===== config.mk =====
export PLATFORM = sky130hd
export DESIGN_NAME = waveform_shutdown_steering
export DESIGN_NICKNAME = d
export VERILOG_FILES = /design/src/design/waveform_shutdown_pkg.sv /design/src/design/deadband_delay.sv /design/src/design/shutdown_source_sync.sv /design/src/design/waveform_shutdown_steering.sv
export SDC_FILE = /design/constraint.sdc
export NUM_CORES = 1
export LEC_CHECK = 0
export BUFFER_PORTS_ARGS = -buffer_cell sky130_fd_sc_hd__buf_2
export CAP_MARGIN = 20
export CORE_MARGIN = 5
export CORE_UTILIZATION = 35
export CTS_BUF_LIST = sky130_fd_sc_hd__clkbuf_4
export DETAILED_ROUTE_END_ITERATION = 16
export HOLD_SLACK_MARGIN = 0.05
export PLACE_DENSITY = 0.51
export SYNTH_ARGS = -nofsm -noshare
export SYNTH_HDL_FRONTEND = slang
export SYNTH_SLANG_ARGS = --single-unit

===== constraint.sdc =====
create_clock -name clk_in -period 1.2 [get_ports clk_in]
set_input_delay 0.06 -clock clk_in [delete_from_list [all_inputs] [get_ports clk_in]]
set_output_delay 0.06 -clock clk_in [all_outputs]
set_load 0.05 [all_outputs]

===== src/design/waveform_shutdown_pkg.sv =====
// package: register map, field layout, reset values and types of the shutdown/steering block
package waveform_shutdown_pkg;

  // ------------------------------------------------------------
  // register map (printed offsets are not word aligned: index * 4)
  // ------------------------------------------------------------
  localparam logic [11:0] IDX_SHUTDOWN_SOURCE_ENABLES = 12'h0613;
  localparam logic [11:0] IDX_OUTPUT_STEERING_CONTROL = 12'h0614;
  localparam logic [11:0] IDX_SHUTDOWN_STATE_CONTROL  = 12'h0612;
  localparam logic [11:0] IDX_GENERATOR_CONTROL       = 12'h0610;
  localparam logic [11:0] IDX_POLARITY_CONTROL        = 12'h0611;
  localparam logic [11:0] IDX_IRQ_STATUS              = 12'h0620;
  localparam logic [11:0] IDX_IRQ_MASK                = 12'h0621;
  localparam int          ADDR_W                      = 16;

  // ------------------------------------------------------------
  // field positions
  // ------------------------------------------------------------
  localparam int SD_STATUS_BIT  = 7;
  localparam int SD_RESTART_BIT = 6;
  localparam int SD_BD_LSB      = 4;
  localparam int SD_AC_LSB      = 2;
  localparam int GEN_EN_BIT     = 7;
  localparam int GEN_MODE_LSB   = 0;
  localparam int OVR_LSB        = 4;
  localparam int NUM_SOURCES    = 7;
  localparam int NUM_OUTPUTS    = 4;

  // ------------------------------------------------------------
  // reset values
  // ------------------------------------------------------------
  localparam logic [7:0] RST_SHUTDOWN_STATE = 8'h14;
  localparam logic [7:0] RST_SOURCE_ENABLES = 8'h00;
  localparam logic [7:0] RST_STEERING       = 8'h00;
  localparam logic [7:0] RST_GENERATOR      = 8'h00;
  localparam logic [7:0] RST_POLARITY       = 8'h00;
  localparam logic [7:0] RST_IRQ            = 8'h00;
  localparam logic [5:0] RST_DEADBAND       = 6'h00;

  // ------------------------------------------------------------
  // encodings
  // ------------------------------------------------------------
  localparam logic [1:0] LEVEL_HIGH     = 2'h3;
  localparam logic [1:0] LEVEL_LOW      = 2'h2;
  localparam logic [1:0] LEVEL_TRISTATE = 2'h1;
  localparam logic [1:0] LEVEL_INACTIVE = 2'h0;
  localparam logic [2:0] MODE_STEER_ASYNC = 3'h0;
  localparam logic [2:0] MODE_STEER_SYNC  = 3'h1;
  // sources 0,4,5,6 are active low, 1..3 active high
  localparam logic [6:0] SRC_ACTIVE_LOW = 7'h71;

  typedef struct packed {
    logic [ADDR_W-1:0] addr;
    logic [7:0]        wdata;
    logic              wr;
    logic              rd;
  } reg_req_t;

  typedef struct packed {
    logic [3:0] level;
    logic [3:0] oe_n;
  } pin_drive_t;

endpackage : waveform_shutdown_pkg


===== src/design/deadband_delay.sv =====
// dead-band counter: reports done once n clocks have passed since start
`timescale 1ns/1ps
`default_nettype none
module deadband_delay #(
  parameter int W = 6
) (
  input  wire logic         clk_in,
  input  wire logic         resetn_in,
  input  wire logic         start_in,
  input  wire logic         clear_in,
  input  wire logic [W-1:0] count_in,
  output logic              done_out
);
  logic [W-1:0] cnt_reg;
  logic         run_reg;

  always_ff @(posedge clk_in or negedge resetn_in) begin
    if (!resetn_in) begin
      cnt_reg  <= '0;
      run_reg  <= 1'b0;
      done_out <= 1'b0;
    end else if (clear_in) begin
      run_reg  <= 1'b0;
      done_out <= 1'b0;
    end else if (start_in && !run_reg && !done_out) begin
      cnt_reg  <= count_in;
      run_reg  <= (count_in != '0);
      done_out <= (count_in == '0);
    end else if (run_reg) begin
      cnt_reg <= cnt_reg - 1'b1;
      if (cnt_reg == {{(W-1){1'b0}}, 1'b1}) begin
        run_reg  <= 1'b0;
        done_out <= 1'b1;
      end
    end
  end
endmodule : deadband_delay
`default_nettype wire


===== src/design/shutdown_source_sync.sv =====
// source conditioning: register each source, fold polarity, gate by enable
`timescale 1ns/1ps
`default_nettype none
module shutdown_source_sync #(
  parameter int N = 7
) (
  input  wire logic         clk_in,
  input  wire logic         resetn_in,
  input  wire logic [N-1:0] raw_in,
  input  wire logic [N-1:0] active_low_in,
  input  wire logic [N-1:0] enable_in,
  output logic              trip_out
);
  logic [N-1:0] raw_reg;
  wire  [N-1:0] active_w = (raw_reg ^ active_low_in) & enable_in;

  always_ff @(posedge clk_in or negedge resetn_in) begin
    if (!resetn_in) begin
      raw_reg  <= '0;
      trip_out <= 1'b0;
    end else begin
      raw_reg  <= raw_in;
      trip_out <= |active_w;
    end
  end
endmodule : shutdown_source_sync
`default_nettype wire


===== src/design/waveform_shutdown_steering.sv =====
// top: auto-shutdown and output steering stage of the complementary waveform unit
//
// Local design decision: strobed register access.
`timescale 1ns/1ps
`default_nettype none
module waveform_shutdown_steering
  import waveform_shutdown_pkg::*;
#(
  parameter int DB_W = 6
) (
  input  wire logic                             clk_in,
  input  wire logic                             resetn_in,
  input  wire logic [waveform_shutdown_pkg::ADDR_W-1:0] reg_addr_in,
  input  wire logic [7:0]                       reg_wdata_in,
  input  wire logic                             reg_wr_in,
  input  wire logic                             reg_rd_in,
  input  wire logic                             data_in,
  input  wire logic                             shutdown_pin_select_in,
  input  wire logic                             timer_two_postscaled_in,
  input  wire logic                             timer_four_postscaled_in,
  input  wire logic                             timer_six_postscaled_in,
  input  wire logic                             comparator_one_output_in,
  input  wire logic                             comparator_two_output_in,
  input  wire logic                             logic_cell_output_in,
  input  wire logic [DB_W-1:0]                  deadband_count_in,
  output logic      [7:0]                       reg_rdata_out,
  output logic      [3:0]                       out_level_out,
  output logic      [3:0]                       out_oe_n_out,
  output logic                                  irq_out
);
  import waveform_shutdown_pkg::*;

  // ------------------------------------------------------------
  // registers
  // ------------------------------------------------------------
  logic [7:0] sd_ctrl_reg;
  logic [7:0] src_en_reg;
  logic [7:0] steer_reg;
  logic [3:0] steer_active_reg;
  logic [7:0] gen_ctrl_reg;
  logic [3:0] polarity_reg;
  logic [7:0] irq_status_reg;
  logic [7:0] irq_mask_reg;
  logic       data_reg;
  logic       hold_reg;
  pin_drive_t drive_next;

  reg_req_t req;
  assign req = '{addr: reg_addr_in, wdata: reg_wdata_in, wr: reg_wr_in, rd: reg_rd_in};

  // ------------------------------------------------------------
  // address decode
  // ------------------------------------------------------------
  wire hit_sd   = req.addr == ADDR_W'({IDX_SHUTDOWN_STATE_CONTROL, 2'b00});
  wire hit_src  = req.addr == ADDR_W'({IDX_SHUTDOWN_SOURCE_ENABLES, 2'b00});
  wire hit_str  = req.addr == ADDR_W'({IDX_OUTPUT_STEERING_CONTROL, 2'b00});
  wire hit_gen  = req.addr == ADDR_W'({IDX_GENERATOR_CONTROL, 2'b00});
  wire hit_pol  = req.addr == ADDR_W'({IDX_POLARITY_CONTROL, 2'b00});
  wire hit_ists = req.addr == ADDR_W'({IDX_IRQ_STATUS, 2'b00});
  wire hit_imsk = req.addr == ADDR_W'({IDX_IRQ_MASK, 2'b00});

  wire       enabled     = gen_ctrl_reg[GEN_EN_BIT];
  wire [2:0] mode        = gen_ctrl_reg[GEN_MODE_LSB +: 3];
  wire       steer_mode  = mode[2:1] == 2'b00;
  wire       sync_mode   = mode == MODE_STEER_SYNC;
  wire       restart_en  = sd_ctrl_reg[SD_RESTART_BIT];
  wire       sd_status   = sd_ctrl_reg[SD_STATUS_BIT];
  wire [1:0] bd_shutdown_state = sd_ctrl_reg[SD_BD_LSB +: 2];
  wire [1:0] ac_shutdown_state = sd_ctrl_reg[SD_AC_LSB +: 2];
  wire       data_rise   = data_in && !data_reg;

  // ------------------------------------------------------------
  // source conditioning
  // ------------------------------------------------------------
  logic trip;
  wire [NUM_SOURCES-1:0] raw_sources = {
    logic_cell_output_in, comparator_two_output_in, comparator_one_output_in,
    timer_six_postscaled_in, timer_four_postscaled_in, timer_two_postscaled_in,
    shutdown_pin_select_in};

  // registered first so entry lines up with output updates
  shutdown_source_sync #(.N(NUM_SOURCES)) u_sources (
    .clk_in        (clk_in),
    .resetn_in     (resetn_in),
    .raw_in        (raw_sources),
    .active_low_in (SRC_ACTIVE_LOW),
    .enable_in     (src_en_reg[NUM_SOURCES-1:0]),
    .trip_out      (trip)
  );

  // ------------------------------------------------------------
  // shutdown status
  // ------------------------------------------------------------
  wire sd_wr       = req.wr && hit_sd;
  wire sw_set      = sd_wr && !enabled && req.wdata[SD_STATUS_BIT];
  wire sw_clear    = sd_wr && !req.wdata[SD_STATUS_BIT];
  wire auto_clear  = restart_en && !trip;
  // hardware set wins over any clear in the same cycle
  wire status_next = trip || sw_set || (sd_status && !sw_clear && !auto_clear);
  wire status_fall = sd_status && !status_next;
  // outputs stay in shutdown until a data rising edge after the clear
  wire hold_next   = status_next || ((hold_reg || status_fall) && !(data_rise && !sd_status));
  wire in_shutdown = hold_reg;

  // ------------------------------------------------------------
  // inactive-level dead band
  // ------------------------------------------------------------
  logic db_done;
  deadband_delay #(.W(DB_W)) u_deadband (
    .clk_in    (clk_in),
    .resetn_in (resetn_in),
    .start_in  (in_shutdown),
    .clear_in  (!in_shutdown),
    .count_in  (deadband_count_in),
    .done_out  (db_done)
  );

  // ------------------------------------------------------------
  // steering
  // ------------------------------------------------------------
  // sync mode takes new steer bits on a data rising edge only
  wire [3:0] steer_active_next = (!sync_mode || data_rise) ? steer_reg[3:0] : steer_active_reg;
  wire [3:0] steered   = {4{data_in}} ^ polarity_reg;
  wire [3:0] overrides = steer_reg[OVR_LSB +: NUM_OUTPUTS];
  wire [3:0] steer_out = steer_mode ?
                         ((steered & steer_active_reg) | (overrides & ~steer_active_reg))
                         : steered;
  wire [3:0] prev_level = out_level_out;

  // per-output shutdown level; a/c are bits 0,2 and b/d bits 1,3
  always_comb begin
    drive_next = '{level: steer_out, oe_n: 4'h0};
    if (in_shutdown) begin
      for (int i = 0; i < NUM_OUTPUTS; i++) begin
        unique case ((i % 2 == 0) ? ac_shutdown_state : bd_shutdown_state)
          LEVEL_HIGH: drive_next.level[i] = 1'b1;
          LEVEL_LOW:  drive_next.level[i] = 1'b0;
          LEVEL_TRISTATE: begin
            drive_next.level[i] = 1'b0;
            drive_next.oe_n[i]  = 1'b1;
          end
          LEVEL_INACTIVE: begin
            drive_next.level[i] = db_done ? polarity_reg[i] : prev_level[i];
          end
        endcase
      end
    end
  end

  // ------------------------------------------------------------
  // read path and interrupt
  // ------------------------------------------------------------
  wire [7:0] irq_events = {7'h00, status_next && !sd_status};
  wire [7:0] rd_mux =
      hit_sd   ? {in_shutdown, sd_ctrl_reg[6:2], 2'b00} :
      hit_src  ? {1'b0, src_en_reg[6:0]} :
      hit_str  ? steer_reg :
      hit_gen  ? {gen_ctrl_reg[7], 4'h0, gen_ctrl_reg[2:0]} :
      hit_pol  ? {2'b00, data_in, 1'b0, polarity_reg} :
      hit_ists ? irq_status_reg :
      hit_imsk ? irq_mask_reg : 8'h00;
  wire ists_rd = req.rd && hit_ists;

  always_ff @(posedge clk_in or negedge resetn_in) begin
    if (!resetn_in) begin
      sd_ctrl_reg      <= RST_SHUTDOWN_STATE;
      src_en_reg       <= RST_SOURCE_ENABLES;
      steer_reg        <= RST_STEERING;
      steer_active_reg <= RST_STEERING[3:0];
      gen_ctrl_reg     <= RST_GENERATOR;
      polarity_reg     <= RST_POLARITY[3:0];
      irq_status_reg   <= RST_IRQ;
      irq_mask_reg     <= RST_IRQ;
      data_reg         <= 1'b0;
      hold_reg         <= 1'b0;
      reg_rdata_out    <= 8'h00;
      out_level_out    <= 4'h0;
      out_oe_n_out     <= 4'h0;
      irq_out          <= 1'b0;
    end else begin
      if (sd_wr) sd_ctrl_reg[6:2] <= req.wdata[6:2];
      sd_ctrl_reg[SD_STATUS_BIT] <= status_next;
      if (req.wr && hit_src)  src_en_reg   <= {1'b0, req.wdata[6:0]};
      if (req.wr && hit_str)  steer_reg    <= req.wdata;
      if (req.wr && hit_gen)  gen_ctrl_reg <= {req.wdata[7], 4'h0, req.wdata[2:0]};
      if (req.wr && hit_pol)  polarity_reg <= req.wdata[3:0];
      if (req.wr && hit_imsk) irq_mask_reg <= req.wdata;
      irq_status_reg   <= irq_events | (ists_rd ? 8'h00 : irq_status_reg);
      steer_active_reg <= steer_active_next;
      data_reg         <= data_in;
      hold_reg         <= hold_next;
      reg_rdata_out    <= req.rd ? rd_mux : 8'h00;
      out_level_out    <= drive_next.level;
      out_oe_n_out     <= drive_next.oe_n;
      irq_out          <= |((irq_events | (ists_rd ? 8'h00 : irq_status_reg)) & irq_mask_reg);
    end
  end

  // ------------------------------------------------------------
  // checks
  // ------------------------------------------------------------
  property p_trip_sets_status;
    @(posedge clk_in) disable iff (!resetn_in) trip |=> sd_ctrl_reg[SD_STATUS_BIT];
  endproperty
  a_trip_sets_status: assert property (p_trip_sets_status) else $error("trip lost");

  property p_hold_until_rise;
    @(posedge clk_in) disable iff (!resetn_in)
      (hold_reg && !sd_status && !data_rise) |=> hold_reg;
  endproperty
  a_hold_until_rise: assert property (p_hold_until_rise) else $error("early exit");

  property p_no_restart;
    @(posedge clk_in) disable iff (!resetn_in)
      (sd_status && !restart_en && !sd_wr) |=> sd_status;
  endproperty
  a_no_restart: assert property (p_no_restart) else $error("auto cleared");

  property p_tristate;
    @(posedge clk_in) disable iff (!resetn_in)
      (in_shutdown && ac_shutdown_state == LEVEL_TRISTATE) |=> out_oe_n_out[0];
  endproperty
  a_tristate: assert property (p_tristate) else $error("a not released");

  property p_bd_high;
    @(posedge clk_in) disable iff (!resetn_in)
      (in_shutdown && bd_shutdown_state == LEVEL_HIGH) |=> out_level_out[1] && !out_oe_n_out[1];
  endproperty
  a_bd_high: assert property (p_bd_high) else $error("b not high");

  property p_override;
    @(posedge clk_in) disable iff (!resetn_in)
      (!in_shutdown && steer_mode && !steer_active_reg[0]) |=> out_level_out[0] == $past(steer_reg[4]);
  endproperty
  a_override: assert property (p_override) else $error("override wrong");

  property p_steer;
    @(posedge clk_in) disable iff (!resetn_in)
      (!in_shutdown && steer_active_reg[2]) |=> out_level_out[2] == ($past(data_in) ^ $past(polarity_reg[2]));
  endproperty
  a_steer: assert property (p_steer) else $error("steer wrong");

  property p_sync_buffer;
    @(posedge clk_in) disable iff (!resetn_in)
      (sync_mode && !data_rise) |=> $stable(steer_active_reg);
  endproperty
  a_sync_buffer: assert property (p_sync_buffer) else $error("unbuffered");

  property p_ac_high;
    @(posedge clk_in) disable iff (!resetn_in)
      (in_shutdown && ac_shutdown_state == LEVEL_HIGH)
        |=> out_level_out[0] && out_level_out[2] && !out_oe_n_out[0];
  endproperty
  a_ac_high: assert property (p_ac_high) else $error("a/c not high");

  property p_ac_low;
    @(posedge clk_in) disable iff (!resetn_in)
      (in_shutdown && ac_shutdown_state == LEVEL_LOW)
        |=> !out_level_out[0] && !out_level_out[2] && !out_oe_n_out[2];
  endproperty
  a_ac_low: assert property (p_ac_low) else $error("a/c not low");

  property p_bd_low;
    @(posedge clk_in) disable iff (!resetn_in)
      (in_shutdown && bd_shutdown_state == LEVEL_LOW)
        |=> !out_level_out[1] && !out_level_out[3] && !out_oe_n_out[3];
  endproperty
  a_bd_low: assert property (p_bd_low) else $error("b/d not low");

  property p_bd_inactive;
    @(posedge clk_in) disable iff (!resetn_in)
      (in_shutdown && bd_shutdown_state == LEVEL_INACTIVE && db_done)
        |=> out_level_out[1] == $past(polarity_reg[1]);
  endproperty
  a_bd_inactive: assert property (p_bd_inactive) else $error("b inactive wrong");

  property p_ac_wait;
    @(posedge clk_in) disable iff (!resetn_in)
      (in_shutdown && ac_shutdown_state == LEVEL_INACTIVE && !db_done)
        |=> $stable(out_level_out[0]);
  endproperty
  a_ac_wait: assert property (p_ac_wait) else $error("a moved in dead band");

  property p_ac_inactive;
    @(posedge clk_in) disable iff (!resetn_in)
      (in_shutdown && ac_shutdown_state == LEVEL_INACTIVE && db_done)
        |=> out_level_out[0] == $past(polarity_reg[0]);
  endproperty
  a_ac_inactive: assert property (p_ac_inactive) else $error("a inactive wrong");

  property p_sw_set;
    @(posedge clk_in) disable iff (!resetn_in) sw_set |=> sd_status;
  endproperty
  a_sw_set: assert property (p_sw_set) else $error("forced shutdown lost");

  property p_sw_refused;
    @(posedge clk_in) disable iff (!resetn_in) (sd_wr && enabled && !trip && !sd_status) |=> !sd_status;
  endproperty
  a_sw_refused: assert property (p_sw_refused) else $error("forced while enabled");

  property p_source_masked;
    @(posedge clk_in) disable iff (!resetn_in) (src_en_reg[NUM_SOURCES-1:0] == '0) |=> !trip;
  endproperty
  a_source_masked: assert property (p_source_masked) else $error("masked source trips");

  property p_restart_clears;
    @(posedge clk_in) disable iff (!resetn_in) (sd_status && restart_en && !trip && !sd_wr) |=> !sd_status;
  endproperty
  a_restart_clears: assert property (p_restart_clears) else $error("no auto restart");

  property p_resume;
    @(posedge clk_in) disable iff (!resetn_in)
      (hold_reg && !sd_status && data_rise && !trip && !sw_set) |=> !hold_reg;
  endproperty
  a_resume: assert property (p_resume) else $error("held past data edge");

  property p_passthrough;
    @(posedge clk_in) disable iff (!resetn_in)
      (!in_shutdown && !steer_mode)
        |=> out_level_out == ({4{$past(data_in)}} ^ $past(polarity_reg));
  endproperty
  a_passthrough: assert property (p_passthrough) else $error("bridge path wrong");

  property p_sync_take;
    @(posedge clk_in) disable iff (!resetn_in)
      (sync_mode && data_rise) |=> steer_active_reg == $past(steer_reg[3:0]);
  endproperty
  a_sync_take: assert property (p_sync_take) else $error("buffer not loaded");

  property p_status_read;
    @(posedge clk_in) disable iff (!resetn_in)
      (req.rd && hit_sd) |=> reg_rdata_out[SD_STATUS_BIT] == $past(hold_reg);
  endproperty
  a_status_read: assert property (p_status_read) else $error("status read wrong");
endmodule : waveform_shutdown_steering
`default_nettype wire


==> metrics.yaml <==
drc: 0
cts_buffers: 9
coreArea_um2: 11400
r2r-end: "reg_rdata_out[3]$_DFF_PN0_"
grt_pass1_vias: 3982
cp_top_family: "simple AND/OR/NAND/NOR gates"
min_from: "reg_addr_in[2]"
clkTransAtPathRegs_ns: 0.13
ys.flop_type: "dfrtp_1"
initialDrtViolationCount: 291
yosys.area_share.simple_pct: 18.2
violations: "negative setup slack"
grt_max_degree: 29
place.port_buffers: 58
crit_path_max_fanout: 7
startpoint_type: "input port"
start_util_pct: 35.8
ir_drop_uv: 876
setup_viol: 59
place.gp.congestion: 0.887
clk-insertion-delay-late_ns: 0.47
p_per_area_nw_per_um2: 974
r2r_start: "irq_mask_reg[3]$_DFFE_PN0P_"
synth.largest_area_cell: "dfrtp_1"
reg2reg_depth: 4
post-route-period-util_pct: 124
nets: 598
hpwlAfterDp_um: 9710
slowest_delay_ns: 0.62
post-route-min-period_ns: 1.49
worstSetupEndpoint: "polarity_reg[0]$_DFFE_PN0P_"
ys_seq_elements: 82
p_total_mw: 6.16
synth.most_common_cell: "dfrtp_1"
cts_root_buf: "clkbuf_4"
synthArstFlopShare_pct: 100
synth_top_cells_by_count: "dfrtp_1 (80), mux2_2 (34), nand2_1 (26)"
die_area_um2: 13900
track_usage_pct: 19.5
p_leak_nw: 2.99
grt_first_pass_wirelength_um: 21300
synthToLayoutAreaGrowth_pct: 54.8
critical_path_cell_count: 7
antenna_found_initial: 0
fp.dieW_um: 118
muxShareOfSynthArea_pct: 12.8
slew_viol_final: 0
clock_sinks: 82
max_cap_violations: 0
worst-path-buf-inv: 2
final_area_um2: 6330
synthTopCellsByArea: "dfrtp_1 (49%), mux2_2 (9.4%), nand2_1 (2.4%)"
synthAdderAreaFrac_pct: 1.84
synth_edf_count: 0
syn_nets: 419
synth_top_family_by_area: "simple AND/OR/NAND/NOR gates"
synthCells: 371
cts_tree: "built"
synth_warnings: 0
max_freq_mhz: 670
worstPathArrival_ns: 1.84
ys_seq_area_share_pct: 50.3
grt.overflow.total: 0
drive_gt1_share_pct: 53.8
worst_pin_slew_ns: 0.387
routed_via_density: 5.34
worst_path_max_delay_cell: "or4b_4"
placed_area_um2: 5260
diodes: 0
ios: 59
path_class: "in2reg"
antenna_left: 0
hold_class: "in2reg"
drt-total-wl_um: 13100
syn-cell-area_um2: 4090
r2r_slack_ns: -0.18
skew_ns: 0.0209
critPathCaptureType: "register"
synthXorXnorAreaFrac_pct: 0.857
synth_compound_area_share_pct: 12.9
h-tree-depth: 3
slew_headroom_pct: 74.0
avgSynthCellArea_um2: 11.0
rsz0062_at_grt: "yes"
dr_total_vias: 3722
routedWlPerCell_um: 18.8
synth.distinct_cells: 60
critPathLaunch: "reg_addr_in[14]"
rows: 39
cts.path.max_buffers: 2
worstPathRequired_ns: 1.55
critical_path.cell_chain: "buf_6 -> or4b_4 -> buf_4 -> nor2_4 -> nand2_4 -> nor3_4 -> mux2_2"
final.setup.worst_slack_ns: -0.293
synth.top_cell.area_share_pct: 49.0
dr.pass1.iters: 6
dp_slack_ns: -0.807
outcome: "finished, violations left"
hold_viol_final: 0
dieHeight_um: 118
-- through the flow --
step	cells	setup TNS (ns)	hold slack (ns)	util [%]
finish	697	-9.98	0.152	55.4
detailed placement	644	-39.18	0.0105	46.0
global placement	644	-37.97	0.00696	46.0
floorplan	371	-29.46	-0.236	-
CTS	692	-8.02	-0.135	53.2
global route	697	-11.09	0.158	55.4
-- power breakdown --
| part | leakage [nW] | internal [mW] | total, mW | switching, mW |
|---|---|---|---|---|
| Combinational | 1.81 | 0.661 | 1.25 | 0.584 |
| Clock | 0.0785 | 0.852 | 1.83 | 0.980 |
| Sequential | 1.10 | 2.89 | 3.08 | 0.194 |
| Total | 2.99 | 4.40 | 6.16 | 1.76 |
-- worst min-delay path by stage --
stage	end	slack [ns]	cells after the start
finish	reg_rdata_out[0]$_DFF_PN0_	0.15	6
global route	irq_mask_reg[7]$_DFFE_PN0P_	0.16	4
CTS	src_en_reg[0]$_DFFE_PN0P_	-0.13	2
detailed placement	hold_reg$_DFF_PN0_	0.01	1
global placement	hold_reg$_DFF_PN0_	0.007	1
floorplan	ac_shutdown_state[1]$_DFFE_PN0N_	-0.24	0
-- cell families after synthesis --
family                   Yosys count
adder cells (fa/ha/maj)            6
flip-flops                        82
buffers and inverters             31
AND/OR/NAND/NOR                  123
multiplexers                      47
AO/OA/AOI/OAI                     78
XOR/XNOR                           4
-- per-layer routing --
layer  track usage [%]  wire (um)  part of all wire, %
met5                 0          0                    0
met4              6.67        321                  2.4
met3              4.52        727                  5.5
met2              30.9       6290                   48
met1              26.1       5770                   44
-- cells in the final DEF, fill, tap and decap left out, types with 4 or more instances in the layout --
cell            n
o21ai_2         6
buf_2          47
xnor2_1         4
nor3b_1         4
a22oi_2         4
nor2b_1         6
nor2_1         16
nand3_2         6
nor3_4          8
buf_4          80
o21ai_0         4
a21oi_1        10
mux2i_1         5
a22oi_1         7
nand2_2         4
o22ai_1         5
clkbuf_4       16
or4b_4          4
ha_4            4
nand2_1        17
buf_12          4
mux2_2         24
dfrtp_1        78
mux2_4         16
nand3_1         8
inv_1          12
inv_2           5
o21ai_1         7
and2_4          7
a21oi_2         5
dlygate4sd3_1  25
buf_6          20
-- cell type report --
cell class	count	area (um^2)
Multi-Input combinational cell	258	2430
Inverter	17	63.8
Sequential cell	82	2060
Timing Repair Buffer	182	1440
Tap cell	143	179
Fill cell	1018	5090
Clock inverter	5	80.1
Clock buffer	10	75.1
-- what timing repair did --
item | in CTS | in global routing
resized for setup | 79 | 59
gates cloned | 0 | 0
endpoints found under the hold margin | 145 | 5
setup endpoints to repair | 71 | 75
pin swaps | 18 | 18
buffers inserted | 10 | 6
hold buffers | 24 | 1
-- worst reg2reg max path, stage by stage (launching register included) --
cell	delay, ns
dfrtp_1	0.43
a22o_1	0.21
nand3_1	0.11
nor4bb_1	0.39
o22ai_2	0.12
Power figures use the tool's default switching activity.
